<file path="src/hw/rsf_pkg.sv">
// Package for the receive status flag block: offsets, fields, carriers.
// Assumes one 100 MHz clock and a synchronous active-high reset.
package rsf_pkg;

  // ****************************************************************
  // Register map (byte addresses on the 32-bit bus)
  // ****************************************************************
  localparam logic [3:0] RSF_STATUS_OFS = 4'h0;
  localparam logic [3:0] RSF_IRQ_EN_OFS = 4'h4;
  localparam logic [3:0] RSF_RX_BUF_OFS = 4'h8;

  // ****************************************************************
  // Field positions in the receive status register
  // ****************************************************************
  localparam int RSF_READY_POS = 7;
  localparam int RSF_BEGUN_POS = 2;
  localparam int RSF_DONE_POS = 1;
  localparam int RSF_ABORT_POS = 0;
  localparam logic [7:0] RSF_FLAG_MASK = 8'h87;
  localparam logic [7:0] RSF_RSVD_MASK = 8'h78;

  // ****************************************************************
  // Flag cell indices and reset values
  // ****************************************************************
  localparam int RSF_NFLAGS = 4;
  localparam int RSF_IDX_ABORT = 0;
  localparam int RSF_IDX_DONE = 1;
  localparam int RSF_IDX_BEGUN = 2;
  localparam int RSF_IDX_READY = 3;
  localparam logic [3:0] RSF_FLAGS_RST = 4'h8;
  localparam logic [7:0] RSF_STATUS_RST = 8'h80;
  localparam logic [7:0] RSF_IRQ_EN_RST = 8'h00;
  localparam logic [7:0] RSF_RX_BUF_RST = 8'h00;
  localparam logic [31:0] RSF_UNMAPPED_RD = 32'h00000000;

  // ****************************************************************
  // Carriers
  // ****************************************************************
  typedef struct packed {
    logic read;
    logic write;
    logic [3:0] address;
    logic [31:0] writedata;
    logic [3:0] byteenable;
  } rsf_bus_req_t;

  typedef struct packed {
    logic [31:0] readdata;
    logic waitrequest;
  } rsf_bus_rsp_t;

  typedef struct packed {
    logic byteLoaded;
    logic [7:0] rxByte;
    logic masterMode;
    logic arbWon;
    logic ctrlSent;
    logic lengthOk;
    logic countDone;
    logic aborted;
  } rsf_rx_evt_t;

  typedef struct packed {
    logic bufRead;
    logic lastByte;
  } rsf_xfer_t;

  typedef struct packed {
    logic flag;
    logic armed;
  } rsf_cell_t;

  // Four flag cells to the 8-bit register layout and back
  function automatic logic [7:0] rsf_pack_flags(input logic [3:0] f);
    return {f[RSF_IDX_READY], 4'h0, f[RSF_IDX_BEGUN], f[RSF_IDX_DONE],
            f[RSF_IDX_ABORT]};
  endfunction

  function automatic logic [3:0] rsf_unpack_flags(input logic [7:0] r);
    return {r[RSF_READY_POS], r[RSF_BEGUN_POS], r[RSF_DONE_POS],
            r[RSF_ABORT_POS]};
  endfunction

endpackage

</file>
<file path="src/hw/rsf_receive_status.sv">
// Receive status flags and interrupt enables of a serial bus receiver.
// Assumes receiver and transfer-controller strobes on sys_clk.
// Operation
// Ready flag, bit 7, resets to one
// Clean byte into buffer sets ready
// Read one then write zero clears ready
// Transfer controller buffer read clears ready
// Last transfer byte keeps ready set
// Processor-moved data: software clears ready
// Bits 6..3 read zero, writes ignored
// Master: arbitration, control, length set begun
// Slave: correct length field sets begun
// Read one then write zero clears begun
// Full byte count, no error, sets done
// Each flag gated by its enable bit
// Read one then write zero clears done
// Early end of reception sets aborted
// Enable bit 7 gates ready interrupt
// Writing one or unread zero changes nothing
`timescale 1ns/1ps
module rsf_receive_status
  import rsf_pkg::*;
(
  // Clock and reset
  input wire logic sys_clk,
  input wire logic rst,
  // Register bus
  input wire rsf_bus_req_t busReq,
  output rsf_bus_rsp_t busRsp,
  // Receiver events
  input wire rsf_rx_evt_t rxEvt,
  // Block transfer controller
  input wire rsf_xfer_t xfer,
  output logic byteWaitingReq,
  // Interrupt
  output logic irq
);

  typedef struct packed {
    logic [7:0] irqEnable;
    logic [7:0] rxBuffer;
    logic irq;
  } rsf_top_t;

  rsf_top_t state;
  rsf_top_t next_state;
  logic rdAcc;
  logic wrAcc;
  logic [31:0] rdValue;
  logic [3:0] flags;
  logic [3:0] setEv;
  logic [3:0] hwClr;
  logic [3:0] rdSeen;
  logic [3:0] wrZero;
  logic [7:0] statusReg;
  logic stWrite;
  logic stRead;

  // ****************************************************************
  // Bus slave
  // ****************************************************************
  rsf_bus_slave u_slave (
    .sys_clk(sys_clk),
    .rst(rst),
    .busReq(busReq),
    .busRsp(busRsp),
    .rdValue(rdValue),
    .rdAcc(rdAcc),
    .wrAcc(wrAcc)
  );

  assign statusReg = rsf_pack_flags(flags);
  assign stRead = rdAcc && busReq.address == RSF_STATUS_OFS;
  assign stWrite = wrAcc && busReq.address == RSF_STATUS_OFS &&
                   busReq.byteenable[0];

  // Read mux, unmapped words read as zero
  always_comb begin
    unique case (busReq.address)
      RSF_STATUS_OFS: rdValue = {24'h000000, statusReg};
      RSF_IRQ_EN_OFS: rdValue = {24'h000000, state.irqEnable};
      RSF_RX_BUF_OFS: rdValue = {24'h000000, state.rxBuffer};
      default: rdValue = RSF_UNMAPPED_RD;
    endcase
  end

  // ****************************************************************
  // Flag events
  // ****************************************************************
  always_comb begin
    setEv = 4'h0;
    hwClr = 4'h0;
    setEv[RSF_IDX_READY] = rxEvt.byteLoaded;
    // Buffer read by the processor leaves the flag to software
    hwClr[RSF_IDX_READY] = xfer.bufRead && !xfer.lastByte;
    setEv[RSF_IDX_BEGUN] = rxEvt.lengthOk &&
      (rxEvt.masterMode ? (rxEvt.arbWon && rxEvt.ctrlSent) : 1'b1);
    setEv[RSF_IDX_DONE] = rxEvt.countDone && !rxEvt.aborted;
    setEv[RSF_IDX_ABORT] = rxEvt.aborted;
  end

  // Arming uses the value the read returned, not the live flag
  assign rdSeen = rsf_unpack_flags(busRsp.readdata[7:0]);
  assign wrZero = ~rsf_unpack_flags(busReq.writedata[7:0]);

  // ****************************************************************
  // Flag cells
  // ****************************************************************
  for (genvar i = 0; i < RSF_NFLAGS; i++) begin : g_flag
    rsf_flag_cell #(
      .RESET_VAL(RSF_FLAGS_RST[i])
    ) u_cell (
      .sys_clk(sys_clk),
      .rst(rst),
      .setEv(setEv[i]),
      .hwClr(hwClr[i]),
      .rdSeen(rdSeen[i]),
      .rdAcc(stRead),
      .wrAcc(stWrite),
      .wrZero(wrZero[i]),
      .flag(flags[i])
    );
  end

  // ****************************************************************
  // Enables, buffer and interrupt
  // ****************************************************************
  always_comb begin
    next_state = state;
    if (wrAcc && busReq.address == RSF_IRQ_EN_OFS &&
        busReq.byteenable[0]) begin
      next_state.irqEnable = busReq.writedata[7:0] & RSF_FLAG_MASK;
    end
    if (rxEvt.byteLoaded) begin
      next_state.rxBuffer = rxEvt.rxByte;
    end
    next_state.irq = |(statusReg & state.irqEnable);
  end

  always_ff @(posedge sys_clk) begin
    if (rst) begin
      state <= '{irqEnable: RSF_IRQ_EN_RST, rxBuffer: RSF_RX_BUF_RST,
                 irq: 1'b0};
    end else begin
      state <= next_state;
    end
  end

  assign irq = state.irq;
  assign byteWaitingReq = flags[RSF_IDX_READY];

  // ****************************************************************
  // Assertions
  // ****************************************************************
  AST_READY_RESET: assert property (@(posedge sys_clk)
    rst |=> statusReg == RSF_STATUS_RST)
    else $error("status not at reset value after reset");
  AST_LOAD_SETS: assert property (@(posedge sys_clk) disable iff (rst)
    rxEvt.byteLoaded |=> statusReg[RSF_READY_POS] &&
      state.rxBuffer == $past(rxEvt.rxByte))
    else $error("loaded byte did not set ready");
  AST_DTC_CLEAR: assert property (@(posedge sys_clk) disable iff (rst)
    xfer.bufRead && !xfer.lastByte && !rxEvt.byteLoaded |=>
      !statusReg[RSF_READY_POS])
    else $error("transfer read did not clear ready");
  AST_DTC_LAST: assert property (@(posedge sys_clk) disable iff (rst)
    xfer.bufRead && xfer.lastByte && statusReg[RSF_READY_POS] |=>
      statusReg[RSF_READY_POS])
    else $error("last transfer byte cleared ready");
  AST_RSVD_READ: assert property (@(posedge sys_clk) disable iff (rst)
    stRead |-> (busRsp.readdata[7:0] & RSF_RSVD_MASK) == 8'h00)
    else $error("reserved status bits read nonzero");
  AST_MASTER_GATE: assert property (@(posedge sys_clk) disable iff (rst)
    rxEvt.lengthOk && rxEvt.masterMode &&
      !(rxEvt.arbWon && rxEvt.ctrlSent) && !statusReg[RSF_BEGUN_POS]
      |=> !statusReg[RSF_BEGUN_POS])
    else $error("begun set without arbitration and control field");
  AST_SLAVE_BEGUN: assert property (@(posedge sys_clk) disable iff (rst)
    rxEvt.lengthOk && !rxEvt.masterMode |=>
      statusReg[RSF_BEGUN_POS])
    else $error("slave length field did not set begun");
  AST_DONE_SET: assert property (@(posedge sys_clk) disable iff (rst)
    rxEvt.countDone && !rxEvt.aborted |=> statusReg[RSF_DONE_POS])
    else $error("byte count reached but done not set");
  AST_ABORT_SET: assert property (@(posedge sys_clk) disable iff (rst)
    rxEvt.aborted |=> statusReg[RSF_ABORT_POS] &&
      !$past(setEv[RSF_IDX_DONE]))
    else $error("early end did not set aborted");
  AST_IRQ_GATE: assert property (@(posedge sys_clk) disable iff (rst)
    ##1 irq == $past(|(statusReg & state.irqEnable)))
    else $error("interrupt does not follow enabled flags");
  AST_READY_IRQ: assert property (@(posedge sys_clk) disable iff (rst)
    statusReg[RSF_READY_POS] && !state.irqEnable[RSF_READY_POS] &&
      (statusReg[2:0] & state.irqEnable[2:0]) == 3'h0 |=> !irq)
    else $error("ready interrupt raised while disabled");

  COV_BYTE_LOAD: cover property (@(posedge sys_clk) disable iff (rst)
    rxEvt.byteLoaded ##1 xfer.bufRead);
  COV_DTC_LAST: cover property (@(posedge sys_clk) disable iff (rst)
    xfer.bufRead && xfer.lastByte && statusReg[RSF_READY_POS]);
  COV_SW_CLEAR: cover property (@(posedge sys_clk) disable iff (rst)
    stRead ##[1:4] stWrite ##1 statusReg == 8'h00);
  COV_IRQ_RISE: cover property (@(posedge sys_clk) disable iff (rst)
    $rose(irq));

endmodule

</file>
<file path="src/hw/rsf_bus_slave.sv">
// Avalon-MM slave handshake: one wait state, registered read data.
// Assumes the master holds its request until waitrequest is seen low.
`timescale 1ns/1ps
module rsf_bus_slave
  import rsf_pkg::*;
(
  // Clock and reset
  input wire logic sys_clk,
  input wire logic rst,
  // Bus side
  input wire rsf_bus_req_t busReq,
  output rsf_bus_rsp_t busRsp,
  // Register side
  input wire logic [31:0] rdValue,
  output logic rdAcc,
  output logic wrAcc
);

  rsf_bus_rsp_t state;
  rsf_bus_rsp_t next_state;

  // ****************************************************************
  // Handshake
  // ****************************************************************
  always_comb begin
    next_state = state;
    next_state.waitrequest = 1'b1;
    if ((busReq.read || busReq.write) && state.waitrequest) begin
      next_state.waitrequest = 1'b0;
    end
    if (busReq.read && state.waitrequest) begin
      next_state.readdata = rdValue;
    end
  end

  always_ff @(posedge sys_clk) begin
    if (rst) begin
      state <= '{readdata: 32'h00000000, waitrequest: 1'b1};
    end else begin
      state <= next_state;
    end
  end

  assign busRsp = state;
  assign rdAcc = busReq.read && !state.waitrequest;
  assign wrAcc = busReq.write && !state.waitrequest;

  AST_ONE_WAIT: assert property (@(posedge sys_clk) disable iff (rst)
    (busReq.read || busReq.write) && state.waitrequest |=>
      !state.waitrequest)
    else $error("request not answered after one wait state");
  AST_WAIT_PULSE: assert property (@(posedge sys_clk) disable iff (rst)
    !state.waitrequest |=> state.waitrequest)
    else $error("waitrequest low for more than one cycle");

endmodule

</file>
<file path="src/hw/rsf_flag_cell.sv">
// One sticky status flag, cleared by writing 0 after reading it as 1.
// Assumes one-cycle pulses on the same clock; a set beats any clear.
`timescale 1ns/1ps
module rsf_flag_cell
  import rsf_pkg::*;
#(
  parameter logic RESET_VAL = 1'b0
)
(
  // Clock and reset
  input wire logic sys_clk,
  input wire logic rst,
  // Event side
  input wire logic setEv,
  input wire logic hwClr,
  // Software side
  input wire logic rdSeen,
  input wire logic rdAcc,
  input wire logic wrAcc,
  input wire logic wrZero,
  output logic flag
);

  rsf_cell_t state;
  rsf_cell_t next_state;

  always_comb begin
    next_state = state;
    if (rdAcc) begin
      next_state.armed = rdSeen;
    end
    if (wrAcc) begin
      next_state.armed = 1'b0;
      if (wrZero && state.armed) begin
        next_state.flag = 1'b0;
      end
    end
    if (hwClr) begin
      next_state.flag = 1'b0;
    end
    if (setEv) begin
      next_state.flag = 1'b1;
    end
  end

  always_ff @(posedge sys_clk) begin
    if (rst) begin
      state <= '{flag: RESET_VAL, armed: 1'b0};
    end else begin
      state <= next_state;
    end
  end

  assign flag = state.flag;

  AST_SET_WINS: assert property (@(posedge sys_clk) disable iff (rst)
    setEv |=> state.flag)
    else $error("flag event lost");
  AST_CLEAR_CAUSE: assert property (@(posedge sys_clk) disable iff (rst)
    $fell(state.flag) |-> $past(hwClr) ||
      $past(wrAcc && wrZero && state.armed))
    else $error("flag cleared without read-then-write-0");
  AST_NO_SW_SET: assert property (@(posedge sys_clk) disable iff (rst)
    wrAcc && !setEv && !state.flag |=> !state.flag)
    else $error("software write set a flag");
  AST_CLR_SEQ: assert property (@(posedge sys_clk) disable iff (rst)
    state.armed && wrAcc && wrZero && !setEv |=> !state.flag)
    else $error("read-1 then write-0 did not clear");

endmodule

</file>
<file path="config.mk">
export PLATFORM = sky130hd
export DESIGN_NAME = rsf_receive_status
export DESIGN_NICKNAME = d
export VERILOG_FILES = /design/src/hw/rsf_pkg.sv /design/src/hw/rsf_receive_status.sv /design/src/hw/rsf_bus_slave.sv /design/src/hw/rsf_flag_cell.sv
export SDC_FILE = /design/constraint.sdc
export NUM_CORES = 1
export LEC_CHECK = 0
export BUFFER_PORTS_ARGS = -buffer_cell sky130_fd_sc_hd__buf_2
export CAP_MARGIN = 20
export CORE_MARGIN = 2
export CORE_UTILIZATION = 31
export CTS_BUF_LIST = sky130_fd_sc_hd__clkbuf_4 sky130_fd_sc_hd__clkbuf_8 sky130_fd_sc_hd__clkbuf_16
export CTS_CLUSTER_DIAMETER = 50
export DETAILED_ROUTE_END_ITERATION = 8
export SYNTH_ARGS = -nofsm -noshare
export SYNTH_HDL_FRONTEND = slang
export SYNTH_SLANG_ARGS = --single-unit
</file>
<file path="constraint.sdc">
create_clock -name sys_clk -period 1.65 [get_ports sys_clk]
set_input_delay 0.33 -clock sys_clk [delete_from_list [all_inputs] [get_ports sys_clk]]
set_output_delay 0.33 -clock sys_clk [all_outputs]
set_load 0.005 [all_outputs]
</file>
==> impl_metrics.tcl, run 1 <==
set metrics [dict create \
    setup_viol 0 \
    fill_cells 525 \
    die_area_um2 5600 \
    drc 0 \
    async_flop_share_pct 0 \
    ys_ff_latch 30 \
    yosysSeqAreaShare_pct 38.6 \
    cts_resized 0 \
    drv_cap 0 \
    drt_pre_antenna_iters 4 \
    dpl_cell_area_um2 1760 \
    synthTopCellsByCount "30 x dfxtp_1, 28 x buf_4, 17 x nor2_1" \
    antenna_found_initial 0 \
    hold_viol 0 \
    num_antenna_cells 0 \
    p_total_uw 1660 \
    maxClockFrequency_mhz 725 \
    dr_total_vias 1314 \
    hp-class "input port to register" \
    synth_edf_count 0 \
    synth_top_area_cell "dfxtp_1" \
    synth_most_common_cell "dfxtp_1" \
    core_um2 4790 \
    ys_types 29 \
    routed_wl_mm 3.44 \
    hpwl_mm 2.71 \
    swShare_pct 23.9 \
    wl_per_cell_um 11.8 \
    path_clk_slew_ps 70 \
    first_iter_violations 59 \
    crit_fanout 5 \
    portBuffers 40 \
    grt.overflow.total 0 \
    grt_use_total_pct 13.9 \
    synth_cells 179 \
    syn2layout_area_growth_pct 20.0 \
    cp-end-kind "register" \
    cts-hold-fix-buffers 0 \
    rsz0062_at_grt "false" \
    clock_sink_count 30 \
    combPwrFrac_pct 10.6 \
    start_kind "register" \
    fp.dieW_um 74.9 \
    synth_top_area_share_pct 38.6 \
    nets 284 \
    post-route-period-util_pct 83.6 \
    drive_above_1_share_pct 26.8 \
    max-vdd-ir-drop_mv 0.648 \
    grt_pass1_wl_mm 5.69 \
    holdWs_ps 262 \
    period_needed_ps 1380 \
    dp.cells 283 \
    status "finished, final reports clean" \
    insertion_delay_ps 280 \
    place.gp.congestion 0.755 \
    row_count 25 \
    clock_path_buffers 2 \
    instances_no_fill 291 \
    required_ps 1860 \
    ioPinCount 96 \
    cts_tree "built" \
    cts_setup_buffers 0 \
    grt_pass1_vias 1234 \
    ctsHtreeMaxLevel 2 \
    fin_area_um2 1870 \
    reg2reg_setup_slack_ps 270 \
    start_util_pct 32.5 \
    ant_nets 0 \
    grt_max_degree 20 \
    p_seq_share_pct 45.6 \
    crit_arrival_ps 1590 \
    vias_per_cell 4.52 \
    syn-mean-instance-area_um2 8.70 \
    p_int_uw 1270 \
    fin_skew_ps 2.84 \
    clockRootBuffer "clkbuf_8" \
    worst-setup-path-type "register to register" \
    final_max_slew_viol_count 0 \
    p_sw_uw 397 \
    die_h_um 74.9 \
    synthTopCellsByArea "dfxtp_1 39%, buf_4 14%, mux2i_1 10%, nor2_1 4.1%, nor2b_1 3.6%" \
    p_leak_uw 0.000843 \
    ys_warn_count 0 \
    synth_ff_type "dfxtp_1" \
    cts_buffers 5 \
    pwr-share-clk_pct 43.8 \
    p_per_area_nw_per_um2 890 \
    syn-cell-area_um2 1560 \
]
## sequential cells by signal (all words and copies together) (netlist names)
| name | count |
|---|---|
| irq | 1 |
| state | 12 |
| g_flag.u_cell.state | 4 |
| u_slave.busRsp | 9 |
| g_flag.u_cell.flag | 4 |
## power groups by stage
stage	clock (µW)	combinational (µW)	sequential [µW]
after detailed placement	0	175	774
final	729	176	758
after floorplan	0	137	773
after global placement	0	174	774
after global routing	782	200	760
after CTS	749	176	758
## layout by cell type, fill, tap and decap left out
| master | netlist | layout |
|---|---|---|
| a21bo_2 | 1 | 1 |
| nor2b_1 | 9 | 9 |
| conb_1 | 1 | 24 |
| inv_1 | 4 | 4 |
| buf_4 | 28 | 10 |
| a21oi_1 | 4 | 4 |
| dfxtp_1 | 30 | 30 |
| nand2b_1 | 3 | 3 |
| o21ai_0 | 6 | 6 |
| and4b_1 | 1 | 1 |
| nand2_1 | 14 | 14 |
| nor4_4 | 1 | 1 |
| a22oi_1 | 2 | 2 |
| clkbuf_8 | 0 | 5 |
| a311oi_1 | 1 | 1 |
| a22o_1 | 4 | 4 |
| buf_2 | 2 | 40 |
| nand3_1 | 8 | 8 |
| o211ai_1 | 1 | 1 |
| nand4_1 | 4 | 4 |
| or4_1 | 1 | 1 |
| clkinv_2 | 0 | 2 |
| nor4_1 | 3 | 3 |
| a32oi_1 | 4 | 4 |
| o41ai_1 | 2 | 2 |
| clkinv_1 | 1 | 1 |
| nor2_1 | 17 | 17 |
| bufinv_16 | 0 | 1 |
| mux2i_1 | 16 | 16 |
| nand3b_1 | 5 | 5 |
## worst max-delay path, stage by stage, from the launching register on
cell and delay (ps):
dfxtp_1 310, nand3b_1 300, nor4_4 460, mux2i_1 240
## cell type report
| class | count | area (µm²) | area share [%] |
|---|---|---|---|
| Sequential cell | 30 | 601 | 32.2 |
| Clock buffer | 5 | 68.8 | 3.68 |
| Timing Repair Buffer | 50 | 275 | 14.7 |
| Inverter | 5 | 18.8 | 1.00 |
| Tap cell | 67 | 83.8 | 4.49 |
| Multi-Input combinational cell | 131 | 781 | 41.8 |
| Clock inverter | 3 | 40.0 | 2.14 |
## final timing paths
path                                               to  depth (start not counted)                      start
worst min register to register  g_flag[0].u_cell.flag                          1  g_flag[0].u_cell.state[0]
worst min-delay path                u_slave.busRsp[0]                          2                 busReq[40]
worst max register to register              state[11]                          3          u_slave.busRsp[0]
worst max-delay path                        state[11]                          3          u_slave.busRsp[0]
## routing by layer
layer / wire length [µm] / global-route usage (%) / vias up
met5: 0 / 0 / -
met4: 60 / 5.95 / 0
met3: 290 / 5.35 / 4
met2: 1590 / 21.3 / 48
met1: 1500 / 17.3 / 604
li1: - / - / 658
## logic make-up (layout without fill, tap and decap cells)
| kind of cell | after synthesis | in the layout | synth area share (%) |
|---|---|---|---|
| AND/OR/NAND/NOR | 66 | 66 | 22.6 |
| multiplexers | 16 | 16 | 10.3 |
| AO/OA/AOI/OAI | 25 | 25 | 11.5 |
| other | 1 | 24 | 0.241 |
| flip-flops | 30 | 30 | 38.6 |
| buffers and inverters | 41 | 63 | 16.8 |
## stage by stage
step                      util (%)  setup slack [ps]  TNS (ps)
after global routing          39.0               138         0
final                         39.0               271         0
after floorplan                  -               151         0
after CTS                     39.0               255         0
after global placement        36.8             -12.6     -12.6
after detailed placement      36.8             -2.62     -2.62
(Power assumes the default switching activity.)
==> inputs of run 2 (changes only) <==
- clock period: 1.65 -> 1.25 ns (I/O delays scaled with it)
==> run 2 against run 1 <==
Net effect: global-route usage is 0.93 points lower; combinational power is 37% higher; count of clock-buffer cells in the layout is 1 higher; sequential cell count stayed put; via count is 1.9% lower; cell count is 0.69% higher; hold slack worse by 53 ps; sequential share of layout area is 0.49 points lower; cell area is 1.5% higher.
==> impl_metrics.tcl, run 2 (synthesized netlist as in run 1, its figures left out) <==
set metrics [dict create \
    num_antenna_cells 0 \
    dp.cells 287 \
    start_kind "input port" \
    ctsHtreeMaxLevel 2 \
    critPathSlowestCell "or4_4" \
    wl_per_cell_um 11.3 \
    drc 0 \
    max_stage_delay_ps 580 \
    reg2reg_from "u_slave.busRsp[0]" \
    maxClockFrequency_mhz 835 \
    cts_buffers 5 \
    p_leak_uw 0.000852 \
    setup_viol 0 \
    rsz0062_at_grt "false" \
    instances_no_fill 293 \
    core_um2 4790 \
    hp-class "input port to register" \
    grt_pass1_wl_mm 5.44 \
    clock_path_buffers 2 \
    ant_nets 0 \
    fill_cells 492 \
    cpLargestDelayFamily "simple AND/OR/NAND/NOR gates" \
    hold_viol 0 \
    hold_start "rxEvt[11]" \
    p_per_area_nw_per_um2 1050 \
    crit_arrival_ps 1350 \
    cts_tree "built" \
    nets 288 \
    max-vdd-ir-drop_mv 0.623 \
    first_iter_violations 43 \
    drv_cap 0 \
    routed_wl_mm 3.31 \
    syn2layout_area_growth_pct 21.9 \
    holdWs_ps 210 \
    layout_common_cells "40 x buf_2, 30 x dfxtp_1, 24 x conb_1" \
    dr_total_vias 1289 \
    period_needed_ps 1200 \
    insertion_delay_ps 280 \
    grt.overflow.total 0 \
    required_ps 1410 \
    ioPinCount 96 \
    worst-setup-path-type "input port to register" \
    antenna_found_initial 0 \
    cp-end-kind "register" \
    fin_skew_ps 3.23 \
    crit_fanout 4 \
    hpwl_mm 2.69 \
    grt_use_total_pct 12.9 \
    fp.dieW_um 74.9 \
    row_count 25 \
    die_h_um 74.9 \
    p_total_uw 2000 \
    final_common_cell "buf_2" \
    place.gp.congestion 0.759 \
    grt_pass1_vias 1184 \
    post-route-period-util_pct 95.8 \
    final_max_slew_viol_count 0 \
    vias_per_cell 4.40 \
    grt_max_degree 12 \
    top_register "state" \
    status "finished, final reports clean" \
    clock_sink_count 30 \
    utilization_pct 39.6 \
    largest_register_ff_count 12 \
    portBuffers 40 \
    clockRootBuffer "clkbuf_8" \
    cp_cell_sequence "buf_2 > or4_4 > o41ai_2 > a21oi_1" \
    reg2reg_setup_slack_ps 100 \
    drt_pre_antenna_iters 4 \
    drive_above_1_share_pct 29.2 \
    crit_buf_inv 1 \
    path_clk_slew_ps 60 \
    die_area_um2 5600 \
    cp-startpoint "busReq[39]" \
    start_util_pct 32.5 \
]
run 2: changes by cell type in the layout (fill, tap and decap cells not counted), sizes merged:
cell,change
buf,+4
bufinv,-1
clkinv,-2
clkbuf,+1
run 2: final timing paths:
kind,to,cells past startpoint
max reg2reg,g_flag[2].u_cell.flag,4
min,state[6],3
min reg2reg,g_flag[0].u_cell.flag,1
max,g_flag[2].u_cell.flag,4
run 2: final cells by class:
class / instances / area (µm²) / area share [%]
Clock buffer: 6 / 82.6 / 4.35
Inverter: 5 / 18.8 / 0.989
Multi-Input combinational cell: 131 / 806 / 42.5
Sequential cell: 30 / 601 / 31.7
Tap cell: 67 / 83.8 / 4.42
Timing Repair Buffer: 54 / 305 / 16.1
run 2: report_power, final:
group | internal, µW | switching [µW]
combinational | 109 | 132
sequential | 985 | 16.8
clock | 423 | 335
run 2: layer usage:
| layer | share of wire [%] | wire [µm] | global-route usage, % | up-vias |
|---|---|---|---|---|
| li1 | - | - | - | 663 |
| met5 | 0 | 0 | 0 | - |
| met1 | 45 | 1500 | 16.5 | 584 |
| met3 | 5.7 | 188 | 4.28 | 4 |
| met2 | 48 | 1570 | 20.4 | 38 |
| met4 | 1.3 | 42 | 4.76 | 0 |
run 2: tightest hold or removal path, stage by stage:
cell	delay (ps)
buf_2	80
mux2i_1	50
nor2_1	70
run 2: what timing repair did:
action	4_1_cts	5_1_grt
setup endpoints to repair	0	5
resized for setup	0	1
setup buffers	0	0
hold buffers	0	0
endpoints found under the hold margin	0	0
run 2: through the flow:
stage	worst slack [ps]	setup TNS (ps)	cell area (µm²)
final	52.7	0	1900
after global routing	16.7	0	1900
after CTS	48.1	0	1890
after detailed placement	-253	-1310	1810
after global placement	-246	-1260	1810
after floorplan	-122	-396	1670
==> inputs of run 3 (changes only) <==
- CORE_UTILIZATION: 31 -> 38
- CTS_BUF_LIST: sky130_fd_sc_hd__clkbuf_4 sky130_fd_sc_hd__clkbuf_8 sky130_fd_sc_hd__clkbuf_16 -> unset
- PLACE_DENSITY: unset -> 0.75
==> run 3 against run 2 <==
Net effect: die area down 17%; register-to-register slack lost 30 ps; clock power is 0.9% lower; worst setup slack better by 4.4 ps; hold slack worse by 22 ps; wire length increased by 0.54%; sequential power hardly changed; power is 0.14% higher; maximum frequency up 0.37%; global-route usage is 3.2 points higher; via count rose by 1.5%; cell area grew 0.13%; highest routed layer unchanged.
==> impl_metrics.tcl, run 3 (synthesized netlist as in run 1, its figures left out) <==
set metrics [dict create \
    status "finished, final reports clean" \
    p_per_area_nw_per_um2 1050 \
    num_antenna_cells 0 \
    fin_skew_ps 5.13 \
    max-vdd-ir-drop_mv 0.594 \
    p_leak_uw 0.000870 \
    grt_max_degree 15 \
    cts_buffers 5 \
    drive_above_1_share_pct 29.4 \
    top_register "state" \
    grt_pass1_vias 1223 \
    drv_cap 0 \
    grt_use_total_pct 16.2 \
    holdWs_ps 188 \
    fill_cells 388 \
    nets 290 \
    start_util_pct 39.2 \
    largest_register_ff_count 12 \
    core_um2 3970 \
    path_clk_slew_ps 60 \
    clock_path_buffers 2 \
    insertion_delay_ps 280 \
    first_iter_violations 61 \
    syn2layout_area_growth_pct 22.0 \
    multi_input_area_um2 811 \
    clockRootBuffer "clkbuf_8" \
    final_max_slew_viol_count 0 \
    period_needed_ps 1190 \
    maxClockFrequency_mhz 838 \
    place.gp.congestion 0.817 \
    cts_tree "built" \
    die_area_um2 4620 \
    hold_start "busReq[40]" \
    crit_fanout 5 \
    setup_viol 0 \
    worst-setup-path-type "input port to register" \
    ant_nets 0 \
    start_kind "input port" \
    cts-hold-fix-buffers 0 \
    drc 0 \
    grt_pass1_wl_mm 5.44 \
    reg2reg_from "u_slave.busRsp[0]" \
    hpwl_mm 2.61 \
    antenna_found_initial 0 \
    clock_sink_count 30 \
    final_common_cell "buf_2" \
    required_ps 1410 \
    cp-end-kind "register" \
    dr_total_vias 1308 \
    dpl_cell_area_um2 1780 \
    row_count 23 \
    crit_arrival_ps 1350 \
    fin_area_um2 1900 \
    cp-startpoint "busReq[39]" \
    wl_per_cell_um 12.0 \
    grt.overflow.total 0 \
    layout_common_cells "40 x buf_2, 30 x dfxtp_1, 24 x conb_1" \
    routed_wl_mm 3.33 \
    hp-class "input port to register" \
    drt_pre_antenna_iters 4 \
    portBuffers 40 \
    hold_viol 0 \
    post-route-period-util_pct 95.4 \
    reg2reg_setup_slack_ps 70 \
    seqCellArea_um2 601 \
    die_h_um 68 \
    vias_per_cell 4.71 \
    fp.dieW_um 68 \
    ioPinCount 96 \
    ctsHtreeMaxLevel 2 \
]
-- run 3: metal layers --
layer | vias up | track usage (%) | wire [µm]
met4 | 0 | 8.75 | 49
met3 | 7 | 4.44 | 230
li1 | 672 | - | -
met2 | 46 | 25.2 | 1530
met5 | - | 0 | 0
met1 | 583 | 20.2 | 1520
-- run 3: worst paths after layout --
kind / to / cells after the start
worst max-delay path: g_flag[2].u_cell.flag / 4
worst min register to register: g_flag[0].u_cell.flag / 1
worst max register to register: g_flag[2].u_cell.flag / 4
worst min-delay path: u_slave.busRsp[0] / 2
-- run 3: final cells by class --
cell class	instances	area share, %
Clock buffer	6	4.35
Tap cell	50	3.29
Inverter	5	0.988
Timing Repair Buffer	56	17.1
Sequential cell	30	31.6
Multi-Input combinational cell	131	42.7
-- run 3: power by group --
part	switching, µW	leakage (µW)	internal [µW]
combinational	136	0.000582	114
sequential	18.0	0.000245	985
clock	327	0.0000431	423
-- run 3: critical path: stages --
cell	delay, ps
buf_2	110
or4_4	580
o41ai_4	310
a21oi_1	100
-- run 3: per-stage QoR --
stage / total power (µW) / setup slack (ps) / cells / TNS [ps] / utilization (%)
global placement: 1260 / -227 / 269 / -973 / 44.8
global route: 2100 / -6.53 / 278 / -6.53 / 47.8
CTS: 2020 / 26.1 / 275 / 0 / 46.9
floorplan: 1210 / -122 / 202 / -396 / -
finish: 2000 / 57.1 / 278 / 0 / 47.8
detailed placement: 1260 / -241 / 269 / -1130 / 44.8
-- run 3: timing repair --
action                     in CTS  in global routing
setup endpoints to repair       0                  6
gates resized for setup         0                  2
buffers inserted                0                  3
